`src/hw/acdr_pkg.sv`:
```
// Purpose: Constants and carriers for the AGC config and test DAC register bank
// Assumes: Byte registers on 32-bit Avalon-MM words, index times four
// Notes:   Offsets kept as printed indices
package acdr_pkg;
    localparam int          ADDR_W           = 8;
    localparam logic [7:0]  IDX_TEST_SELECT  = 8'h1C;
    localparam logic [7:0]  IDX_GAIN_CLIP    = 8'h1E;
    localparam logic [7:0]  IDX_SAT_THRESH   = 8'h20;
    localparam logic [7:0]  IDX_RF_PAD       = 8'h22;
    localparam logic [7:0]  IDX_HIGH_SAT     = 8'h24;
    localparam logic [7:0]  IDX_LOCKIN_CW    = 8'h26;
    localparam logic [7:0]  IDX_LOCK_POS     = 8'h28;
    localparam logic [7:0]  IDX_BACKOFF      = 8'h2A;
    localparam logic [7:0]  IDX_TABLE_ADDR   = 8'h2C;
    localparam logic [7:0]  IDX_TABLE_DATA   = 8'h2E;
    localparam logic [7:0]  IDX_LOW_MID_ATT  = 8'h38;
    localparam logic [7:0]  IDX_TEST_MODE    = 8'h40;
    localparam logic [7:0]  RST_BYTE         = 8'h00;
    localparam logic [7:0]  RST_RF_PAD       = 8'h1E;
    localparam int          OBS_LSB          = 4;
    localparam int          TB_EN_BIT        = 3;
    localparam int          RFAD_EN_BIT      = 2;
    localparam int          TBL_RD_BIT       = 5;
    localparam int          LOWRATE_BIT      = 7;
    localparam int          TB_INPUT_BIT     = 4;
    localparam logic [3:0]  CW_FORCE_ON      = 4'h0;
    localparam logic [3:0]  CW_FORCE_OFF     = 4'hF;
    localparam logic [5:0]  SYNC_NEG         = 6'h20;
    localparam int          CMF_TAPS         = 16;
    localparam logic [3:0]  CMF_LAST         = 4'hF;

    typedef enum logic [7:0] {
        ACDR_OBS_TXF   = 8'h01,
        ACDR_OBS_DOWN  = 8'h02,
        ACDR_OBS_EL    = 8'h04,
        ACDR_OBS_IQAD  = 8'h08,
        ACDR_OBS_BIG   = 8'h10,
        ACDR_OBS_CMF   = 8'h20,
        ACDR_OBS_TBUS  = 8'h40,
        ACDR_OBS_BARK  = 8'h80
    } acdr_obs_e;

    typedef struct packed {
        logic [5:0] i;
        logic [5:0] q;
    } acdr_iq_s;

    typedef struct packed {
        logic [6:0] gain_clip;
        logic [3:0] mid_sat_count;
        logic [3:0] low_sat_count;
        logic [5:0] rf_pad_db;
        logic [4:0] high_sat_step;
        logic [3:0] high_sat_count;
        logic [4:0] mid_sat_step;
        logic [3:0] low_sat_step;
        logic [4:0] lockin_level;
        logic [4:0] lock_window_pos;
        logic [2:0] max_lock_count;
    } acdr_agc_s;
endpackage

```
`src/hw/acdr_regs.sv`:
```
// What this block does
// Select 000 TX filter, 001 down converter, 011 I/Q A/D onto DAC.
// Select 010 puts chip timing accumulator top six bits on Q, zeros on I.
// Select 100 puts winning transform I and Q top six bits on DAC.
// Select 101 cycles sixteen filter weights with negative sync pulse between each.
// Select 110 feeds six test bus pins to both DACs when pins are inputs.
// Select 111 shows Barker or low rate samples per test mode bit.
// Test bus enable routes bus into RX and TX DAC if RF A/D route off.
// RF A/D route enable sends RF A/D into RX DAC, overriding test bus.
// Attenuator accumulator clamped between zero and programmed seven-bit clip.
// Unused bits store and read back, with no effect inside.
// Mid and low saturation thresholds held; steps apply when count exceeds them.
// Six-bit RF pad value feeds the signal strength calculation, reset 30 dB.
// High saturation step is twice programmed value when count exceeds threshold.
// CW scale 00h forces detector on, 0Fh forces it off.
// Five-bit lock-in level supplied as inner lock window.
// Diversity search allowed only when updates to lock at most max count.
// Five-bit positive outer lock window supplied to lock decision.
// Table read bit set returns table entry at address, else stored data.
// Table data register carries seven-bit unsigned data in low bits.
// Low rate select bit chooses Barker at 0, low rate samples at 1.
// Test bus input bit releases drivers and makes pins inputs.
// Writes act next clock; fields read back unchanged except table redirect.
// Purpose: Register bank steering test DAC routing and AGC settings
// Assumes: Avalon-MM slave, one-cycle waitrequest on every access
// Notes:   Datapath inputs are sampled as synchronous to core_clk
`timescale 1ns/1ns
module acdr_regs (
    input  wire logic                              core_clk,
    input  wire logic                              rst_b,
    input  wire logic [acdr_pkg::ADDR_W+1:0]       avs_address,
    input  wire logic                              avs_read,
    input  wire logic                              avs_write,
    input  wire logic [31:0]                       avs_writedata,
    input  wire logic [3:0]                        avs_byteenable,
    output logic      [31:0]                       avs_readdata,
    output logic                                   avs_waitrequest,
    input  wire acdr_pkg::acdr_iq_s                tx_filter_iq,
    input  wire acdr_pkg::acdr_iq_s                down_conv_iq,
    input  wire acdr_pkg::acdr_iq_s                iq_adc_iq,
    input  wire logic [5:0]                        chip_timing_accumulator,
    input  wire logic [5:0]                        transform_winner_inphase,
    input  wire logic [5:0]                        transform_winner_quadrature,
    input  wire logic [95:0]                       matched_filter_weights,
    input  wire acdr_pkg::acdr_iq_s                barker_iq,
    input  wire acdr_pkg::acdr_iq_s                low_rate_iq,
    input  wire logic [5:0]                        rf_adc_sample,
    input  wire logic [5:0]                        tx_dac_normal,
    input  wire logic [5:0]                        rx_dac_normal,
    input  wire logic [5:0]                        test_bus_in,
    input  wire logic [5:0]                        test_bus_drive,
    input  wire logic [7:0]                        atten_acc_raw,
    input  wire logic [3:0]                        sat_count,
    input  wire logic [2:0]                        lock_update_count,
    input  wire logic [3:0]                        cw_detect_raw,
    output acdr_pkg::acdr_iq_s                     iq_dac,
    output logic      [5:0]                        tx_dac,
    output logic      [5:0]                        rx_dac,
    output logic      [5:0]                        test_bus_out,
    output logic      [5:0]                        test_bus_oe,
    output logic      [6:0]                        atten_acc,
    output logic      [4:0]                        sat_step,
    output logic                                   diversity_allow,
    output logic                                   cw_detect,
    output acdr_pkg::acdr_agc_s                    agc_cfg,
    output logic      [1:0]                        reference_trim
);
    localparam int NREG = 12;

    logic [1:0]  rst_sync;
    logic        rst_n;
    logic [7:0]  regs [NREG];
    logic [6:0]  agc_table [32];
    logic [3:0]  cmf_idx;
    logic        cmf_sync;
    logic        ack;

    always_ff @(posedge core_clk or negedge rst_b) begin
        if (!rst_b) begin
            rst_sync <= 2'b00;
        end else begin
            rst_sync <= {rst_sync[0], 1'b1};
        end
    end
    assign rst_n = rst_sync[1];

    function automatic int reg_slot(input logic [7:0] idx);
        int s;
        s = -1;
        unique case (idx)
            acdr_pkg::IDX_TEST_SELECT: s = 0;
            acdr_pkg::IDX_GAIN_CLIP:   s = 1;
            acdr_pkg::IDX_SAT_THRESH:  s = 2;
            acdr_pkg::IDX_RF_PAD:      s = 3;
            acdr_pkg::IDX_HIGH_SAT:    s = 4;
            acdr_pkg::IDX_LOCKIN_CW:   s = 5;
            acdr_pkg::IDX_LOCK_POS:    s = 6;
            acdr_pkg::IDX_BACKOFF:     s = 7;
            acdr_pkg::IDX_TABLE_ADDR:  s = 8;
            acdr_pkg::IDX_TABLE_DATA:  s = 9;
            acdr_pkg::IDX_LOW_MID_ATT: s = 10;
            acdr_pkg::IDX_TEST_MODE:   s = 11;
            default:                   s = -1;
        endcase
        return s;
    endfunction

    // Word address; byte address bits 1:0 dropped
    wire [7:0] idx      = avs_address[acdr_pkg::ADDR_W+1:2];
    wire       req      = (avs_read || avs_write) && !ack;
    // Write lands only at the edge where waitrequest is seen low
    wire       wr_go    = avs_write && ack && avs_byteenable[0];
    wire integer slot   = reg_slot(idx);
    wire [7:0] sel      = regs[0];
    wire [7:0] tbl_addr = regs[8];
    wire [7:0] tmode    = regs[11];
    wire       tbl_rd   = tbl_addr[acdr_pkg::TBL_RD_BIT];
    wire       tb_input = tmode[acdr_pkg::TB_INPUT_BIT];

    // Table read-back redirect on the data register
    wire [7:0] rd_byte  = (slot < 0) ? 8'h00 :
                          (slot == 9 && tbl_rd) ? {1'b0, agc_table[tbl_addr[4:0]]} :
                          regs[slot];

    // Table entry takes the write only while redirect is on
    always_ff @(posedge core_clk) begin
        if (wr_go && slot == 9 && tbl_rd) begin
            agc_table[tbl_addr[4:0]] <= avs_writedata[6:0];
        end
    end

    always_ff @(posedge core_clk or negedge rst_n) begin
        if (!rst_n) begin
            for (int k = 0; k < NREG; k++) begin
                regs[k] <= (k == 3) ? acdr_pkg::RST_RF_PAD : acdr_pkg::RST_BYTE;
            end
        end else if (wr_go && slot >= 0 && !(slot == 9 && tbl_rd)) begin
            regs[slot] <= avs_writedata[7:0];
        end
    end

    // Waitrequest idles high; one wait cycle lets read data come from a flop
    always_ff @(posedge core_clk or negedge rst_n) begin
        if (!rst_n) begin
            avs_waitrequest <= 1'b1;
            avs_readdata    <= 32'h0000_0000;
        end else begin
            avs_waitrequest <= !req;
            if (avs_read && req) begin
                avs_readdata <= {24'h00_0000, rd_byte};
            end
        end
    end
    assign ack = !avs_waitrequest;

    // Observation multiplexer
    acdr_pkg::acdr_obs_e obs;
    wire [2:0] obs_code = sel[acdr_pkg::OBS_LSB+2:acdr_pkg::OBS_LSB];
    assign obs = acdr_pkg::acdr_obs_e'(8'h01 << obs_code);

    wire [5:0] cmf_word = matched_filter_weights[cmf_idx*6 +: 6];
    acdr_pkg::acdr_iq_s next_iq;
    always_comb begin
        next_iq = '0;
        unique case (obs)
            acdr_pkg::ACDR_OBS_TXF:  next_iq = tx_filter_iq;
            acdr_pkg::ACDR_OBS_DOWN: next_iq = down_conv_iq;
            acdr_pkg::ACDR_OBS_EL:   next_iq = '{i: 6'h00, q: chip_timing_accumulator};
            acdr_pkg::ACDR_OBS_IQAD: next_iq = iq_adc_iq;
            acdr_pkg::ACDR_OBS_BIG:  next_iq = '{i: transform_winner_inphase,
                                                q: transform_winner_quadrature};
            acdr_pkg::ACDR_OBS_CMF:  next_iq = cmf_sync ? {acdr_pkg::SYNC_NEG, acdr_pkg::SYNC_NEG}
                                                        : {cmf_word, cmf_word};
            acdr_pkg::ACDR_OBS_TBUS: next_iq = tb_input ? {test_bus_in, test_bus_in}
                                                        : '0;
            acdr_pkg::ACDR_OBS_BARK: next_iq = tmode[acdr_pkg::LOWRATE_BIT] ? low_rate_iq
                                                                            : barker_iq;
        endcase
    end

    // Weight walk alternates sync pulse and weight
    always_ff @(posedge core_clk or negedge rst_n) begin
        if (!rst_n) begin
            cmf_idx  <= 4'h0;
            cmf_sync <= 1'b1;
        end else if (obs == acdr_pkg::ACDR_OBS_CMF) begin
            cmf_sync <= !cmf_sync;
            if (!cmf_sync) begin
                cmf_idx <= cmf_idx + 4'h1;
            end
        end else begin
            cmf_idx  <= 4'h0;
            cmf_sync <= 1'b1;
        end
    end

    // RF A/D route wins over test bus route
    wire rfad_en = sel[acdr_pkg::RFAD_EN_BIT];
    wire tb_en   = sel[acdr_pkg::TB_EN_BIT] && !rfad_en;
    wire [5:0] next_rx = rfad_en ? rf_adc_sample : tb_en ? test_bus_in : rx_dac_normal;
    wire [5:0] next_tx = tb_en ? test_bus_in : tx_dac_normal;

    // AGC derived values
    wire [6:0] clip      = regs[1][6:0];
    wire [6:0] next_att  = (atten_acc_raw[7]) ? 7'h00 :
                           (atten_acc_raw[6:0] > clip) ? clip : atten_acc_raw[6:0];
    wire [3:0] hi_step   = regs[4][7:4];
    wire [3:0] mid_step  = regs[10][7:4];
    wire [4:0] next_step = (sat_count > regs[4][3:0]) ? {hi_step, 1'b0} :
                           (sat_count > regs[2][7:4]) ? {mid_step, 1'b0} :
                           (sat_count > regs[2][3:0]) ? {1'b0, regs[10][3:0]} : 5'h00;
    wire [3:0] cw_scale  = regs[5][3:0];
    wire       next_cw   = (cw_scale == acdr_pkg::CW_FORCE_ON)  ? 1'b1 :
                           (cw_scale == acdr_pkg::CW_FORCE_OFF) ? 1'b0 :
                           (cw_detect_raw >= cw_scale);
    wire [2:0] max_lock  = regs[6][7:5];

    acdr_pkg::acdr_agc_s next_cfg;
    assign next_cfg = '{gain_clip:       clip,
                        mid_sat_count:   regs[2][7:4],
                        low_sat_count:   regs[2][3:0],
                        rf_pad_db:       regs[3][5:0],
                        high_sat_step:   {hi_step, 1'b0},
                        high_sat_count:  regs[4][3:0],
                        mid_sat_step:    {mid_step, 1'b0},
                        low_sat_step:    regs[10][3:0],
                        lockin_level:    regs[5][4:0],
                        lock_window_pos: regs[6][4:0],
                        max_lock_count:  max_lock};

    always_ff @(posedge core_clk or negedge rst_n) begin
        if (!rst_n) begin
            iq_dac          <= '0;
            tx_dac          <= 6'h00;
            rx_dac          <= 6'h00;
            test_bus_out    <= 6'h00;
            test_bus_oe     <= 6'h00;
            atten_acc       <= 7'h00;
            sat_step        <= 5'h00;
            diversity_allow <= 1'b0;
            cw_detect       <= 1'b0;
            agc_cfg         <= '0;
            reference_trim  <= 2'b00;
        end else begin
            iq_dac          <= next_iq;
            tx_dac          <= next_tx;
            rx_dac          <= next_rx;
            test_bus_out    <= test_bus_drive;
            test_bus_oe     <= {6{!tb_input}};
            atten_acc       <= next_att;
            sat_step        <= next_step;
            diversity_allow <= (lock_update_count <= max_lock);
            cw_detect       <= next_cw;
            agc_cfg         <= next_cfg;
            reference_trim  <= sel[1:0];
        end
    end
endmodule

```
`config.mk`:
```
export PLATFORM = sky130hd
export DESIGN_NAME = acdr_regs
export DESIGN_NICKNAME = d
export VERILOG_FILES = /design/src/hw/acdr_pkg.sv /design/src/hw/acdr_regs.sv
export SDC_FILE = /design/constraint.sdc
export NUM_CORES = 1
export LEC_CHECK = 0
export BUFFER_PORTS_ARGS = -buffer_cell sky130_fd_sc_hd__buf_2
export CAP_MARGIN = 30
export CELL_PAD_IN_SITES_DETAIL_PLACEMENT = 0
export CELL_PAD_IN_SITES_GLOBAL_PLACEMENT = 1
export CORE_MARGIN = 8
export CORE_UTILIZATION = 35
export CTS_CLUSTER_SIZE = 14
export DETAILED_ROUTE_END_ITERATION = 10
export MAX_ROUTING_LAYER = met4
export PLACE_DENSITY_LB_ADDON = 0.05
export SLEW_MARGIN = 10
export SYNTH_ARGS = -nofsm -noshare
export SYNTH_HDL_FRONTEND = slang
export SYNTH_SLANG_ARGS = --single-unit
```
`constraint.sdc`:
```
create_clock -name core_clk -period 7.95 [get_ports core_clk]
set_input_delay 1.59 -clock core_clk [delete_from_list [all_inputs] [get_ports core_clk]]
set_output_delay 1.59 -clock core_clk [all_outputs]
set_load 0.005 [all_outputs]
```
==> key figures <==
Clock network
  • H-tree depth: 2
  • Clk_lat worst skew: 0.59 ns
  • Root Buffer: clkbuf_16
  • TritonCTS clock tree: done
  • Number of clock sinks: 433
  • Post-CTS Resized: 0
  • Reg clk slew, reported paths: 0.06 ns
  • # Post-CTS Setup Buffers: 0
  • Clock Path Buffers: 3
  • CTS Hold Bufs: 0
  • Clock buffer count from CTS: 47

Placed design
  • Area post-placement: 0.0212 mm^2
  • GP Congestion: 0.835
  • Port bufs: 354
  • Half-perimeter wire length after placement: 41700 um

Finish
  • Share of cells above drive strength 1: 0.412
  • Most common cell after layout, fill and taps aside: buf_2
  • Most frequent cells in the layout: 354 x buf_2, 224 x edfxtp_1, 200 x dfrtp_1, 105 x mux2_2, 86 x mux4_2
  • Area delta synth->final: 21.5%
  • Design Area, Final: 0.0229 mm^2
  • Final net count: 1873

STA
  • Max Fclk: 0.220 GHz
  • Final Hold Viols: 0
  • Final setup fails: 0
  • Fin crit share: 0.571
  • Fin. max-slew vios: 0
  • Setup_tns: 0 ns
  • Setup Skew: 0.0272 ns
  • Slew @ Worst Pin: 0.934 ns
  • RSZ-0062 raised after global routing: no
  • Slew headroom: 0.372
  • Final min period: 4.54 ns

Critical path
  • Max stage delay cell, worst path: nor2_1
  • Critical Path Max Stage Delay: 0.78 ns
  • CP endpoint kind: flip-flop
  • Crit path arrival time: 4.73 ns
  • CP bufs+invs: 2
  • Critical-path maximum fanout: 15
  • Type of the worst setup path: input port to flip-flop
  • Critical Path RT: 8.15 ns
  • CP Launch Type: input port
  • Family with the most delay on the worst path: simple AND/OR/NAND/NOR gates
  • CP Cell Sequence: buf_2 > nor4_1 > nand2_1 > a211oi_2 > buf_4 > nand3_1 > nor2_1 > nand3_1 > nor2_1

Logic synthesis
  • Post-synth EDFFs: 224
  • Fraction of registers with async set or reset after synthesis: 0.483
  • Synth cell types: 68
  • Post-Syn Instances: 1228
  • Mapped cell area: 0.0189 mm^2
  • Syn_area_per_cell: 15.4 um^2
  • Register area share after synthesis: 0.634
  • Synthesis-stage register bit count: 433
  • Synth Warn #: 0
  • Ys flop type: edfxtp_1

Drt
  • Vias: 12000
  • ANT nets after route: 0
  • Initial DRC count: 775
  • DRC viols: 0
  • Drt total wl: 57800 um
  • Drt pass-1 iters: 5
  • Mean routed wirelength per cell: 25.0 um
  • Vias per cell: 5.17

Global route
  • All-Layer GR Usage: 0.188
  • Overflow after GRT: 0
  • Most Used Layer, Global Route: met2
  • M2 GR Usage: 0.297
  • Met1 Track Usage GR: 0.242
  • Met3 GRT Util: 0.0376
  • Initial antenna violation count: 8
  • Largest net degree at the start of global routing: 72
  • Number of global-route vias before repair: 12600
  • First-pass GRT wire length: 83100 um

Run
  • Max-Cap Viols: 0

Floorplan
  • Chip width: 248 um
  • Chip Height: 248 um
  • IO Pins: 410
  • Die area: 0.0616 mm^2
  • Initial Util: 0.352
  • Row cnt: 85
  • Core box area: 0.0536 mm^2

Outcome
  • Status: completed

Power
  • VDD IR max: 0.142 mV
  • P_leak: 0.00934 uW
  • Power density cells: 209 mW/mm^2

Worst hold path
  • Worst min path class: flip-flop to async pin
[power breakdown]
group          switching [uW]  internal [uW]  leakage, uW  total (uW)
sequential               8.70           2380      0.00481        2390
combinational             127           99.3      0.00376         227
clock                     884           1290     0.000765        2180
[cell usage after synthesis (6+ instances only)]
library cell,count,share of area
a211oi_1,7,0.0028
a21oi_1,26,0.0069
a221o_1,6,0.0032
a221oi_1,6,0.0028
a222oi_1,6,0.0032
a22oi_1,17,0.0068
buf_1,9,0.0018
buf_2,10,0.0027
buf_4,32,0.013
clkbuf_1,51,0.010
dfrtp_1,203,0.27
dfstp_2,6,0.0084
edfxtp_1,224,0.36
ha_1,27,0.018
inv_1,29,0.0058
mux2_2,105,0.063
mux2i_1,28,0.015
mux4_2,86,0.10
nand2_1,32,0.0064
nand2b_1,6,0.0020
nand3_1,12,0.0032
nand3b_1,6,0.0024
nor2_1,85,0.017
nor2b_1,8,0.0027
nor4_1,8,0.0027
o21a_1,11,0.0044
o21ai_0,31,0.0082
o22a_1,10,0.0046
o22ai_1,54,0.018
or4_1,6,0.0024
[final cells by class]
type,instances,area (um^2)
inverter,29,109
tap,696,871
multi-input combinational,688,6370
clock buffer,67,1330
clock inverter,20,218
sequential,433,12000
timing repair buffer,374,2050
antenna,8,20.0
fill,5019,30700
[worst register-to-register path, stage by stage, from the launching register on]
cell and delay [ns]:
dfrtp_4 0.79, buf_4 0.70, mux4_2 0.67, o22ai_1 0.38, nor4_1 0.17, o21ai_0 0.41, o21a_1 0.17, a31oi_1 0.04
[through the flow]
stage | cells | setup slack [ns] | power (uW) | hold slack, ns | util
3_3_place_gp | 2210 | 2.84 | 2650 | 0.281 | 0.395
2_1_floorplan | 1253 | 1.71 | 2530 | 0.331 | -
5_1_grt | 2315 | 3.15 | 4970 | 0.310 | 0.428
6_report | 2315 | 3.41 | 4790 | 0.266 | 0.428
4_1_cts | 2301 | 3.42 | 4860 | 0.292 | 0.425
3_5_place_dp | 2214 | 2.81 | 2650 | 0.284 | 0.396
[layer usage]
layer	vias to the layer above	part of all wire
li1	5445	-
met1	6149	0.42
met2	299	0.50
met3	84	0.050
met4	0	0.031
met5	-	0
[state kept, by name (all words and copies together) (netlist names), 3 cells and up]
signal and count:
agc_table 224, agc_cfg 50, next_cfg 28, regs 22, iq_dac 12, avs_readdata 8
sel 8, tbl_addr 8, tmode 8, atten_acc 7, clip 7, rx_dac 6
test_bus_out 6, tx_dac 6, sat_step 5, cmf_idx 4, cw_scale 4, hi_step 4
mid_step 4, max_lock 3
[final timing paths]
check / depth (start not counted) / start / endpoint / slack [ns]
min: 0 / rst_sync[1] / rx_dac[4] / 0.27
max reg2reg: 7 / tbl_addr[0] / avs_readdata[1] / 4.53
min reg2reg: 0 / rst_sync[1] / rx_dac[4] / 0.27
max: 9 / avs_address[3] / agc_table[7][0] / 3.41
max in group asynchronous: 3 / rst_sync[1] / next_cfg[32] / 6.21
min in group core_clk: 0 / rst_sync[0] / rst_sync[1] / 0.35
[logic make-up (layout without fill, tap and decap cells)]
family | Yosys count | after routing | synth area share
flops | 433 | 433 | 0.634
buf+inv | 132 | 490 | 0.0337
mux | 219 | 219 | 0.180
other cells | 2 | 35 | 0.000398
fa+ha+maj | 27 | 27 | 0.0179
compound gates | 212 | 212 | 0.0784
simple gates | 199 | 199 | 0.0540
xor+xnor | 4 | 4 | 0.00186
Power figures use the tool's default switching activity.
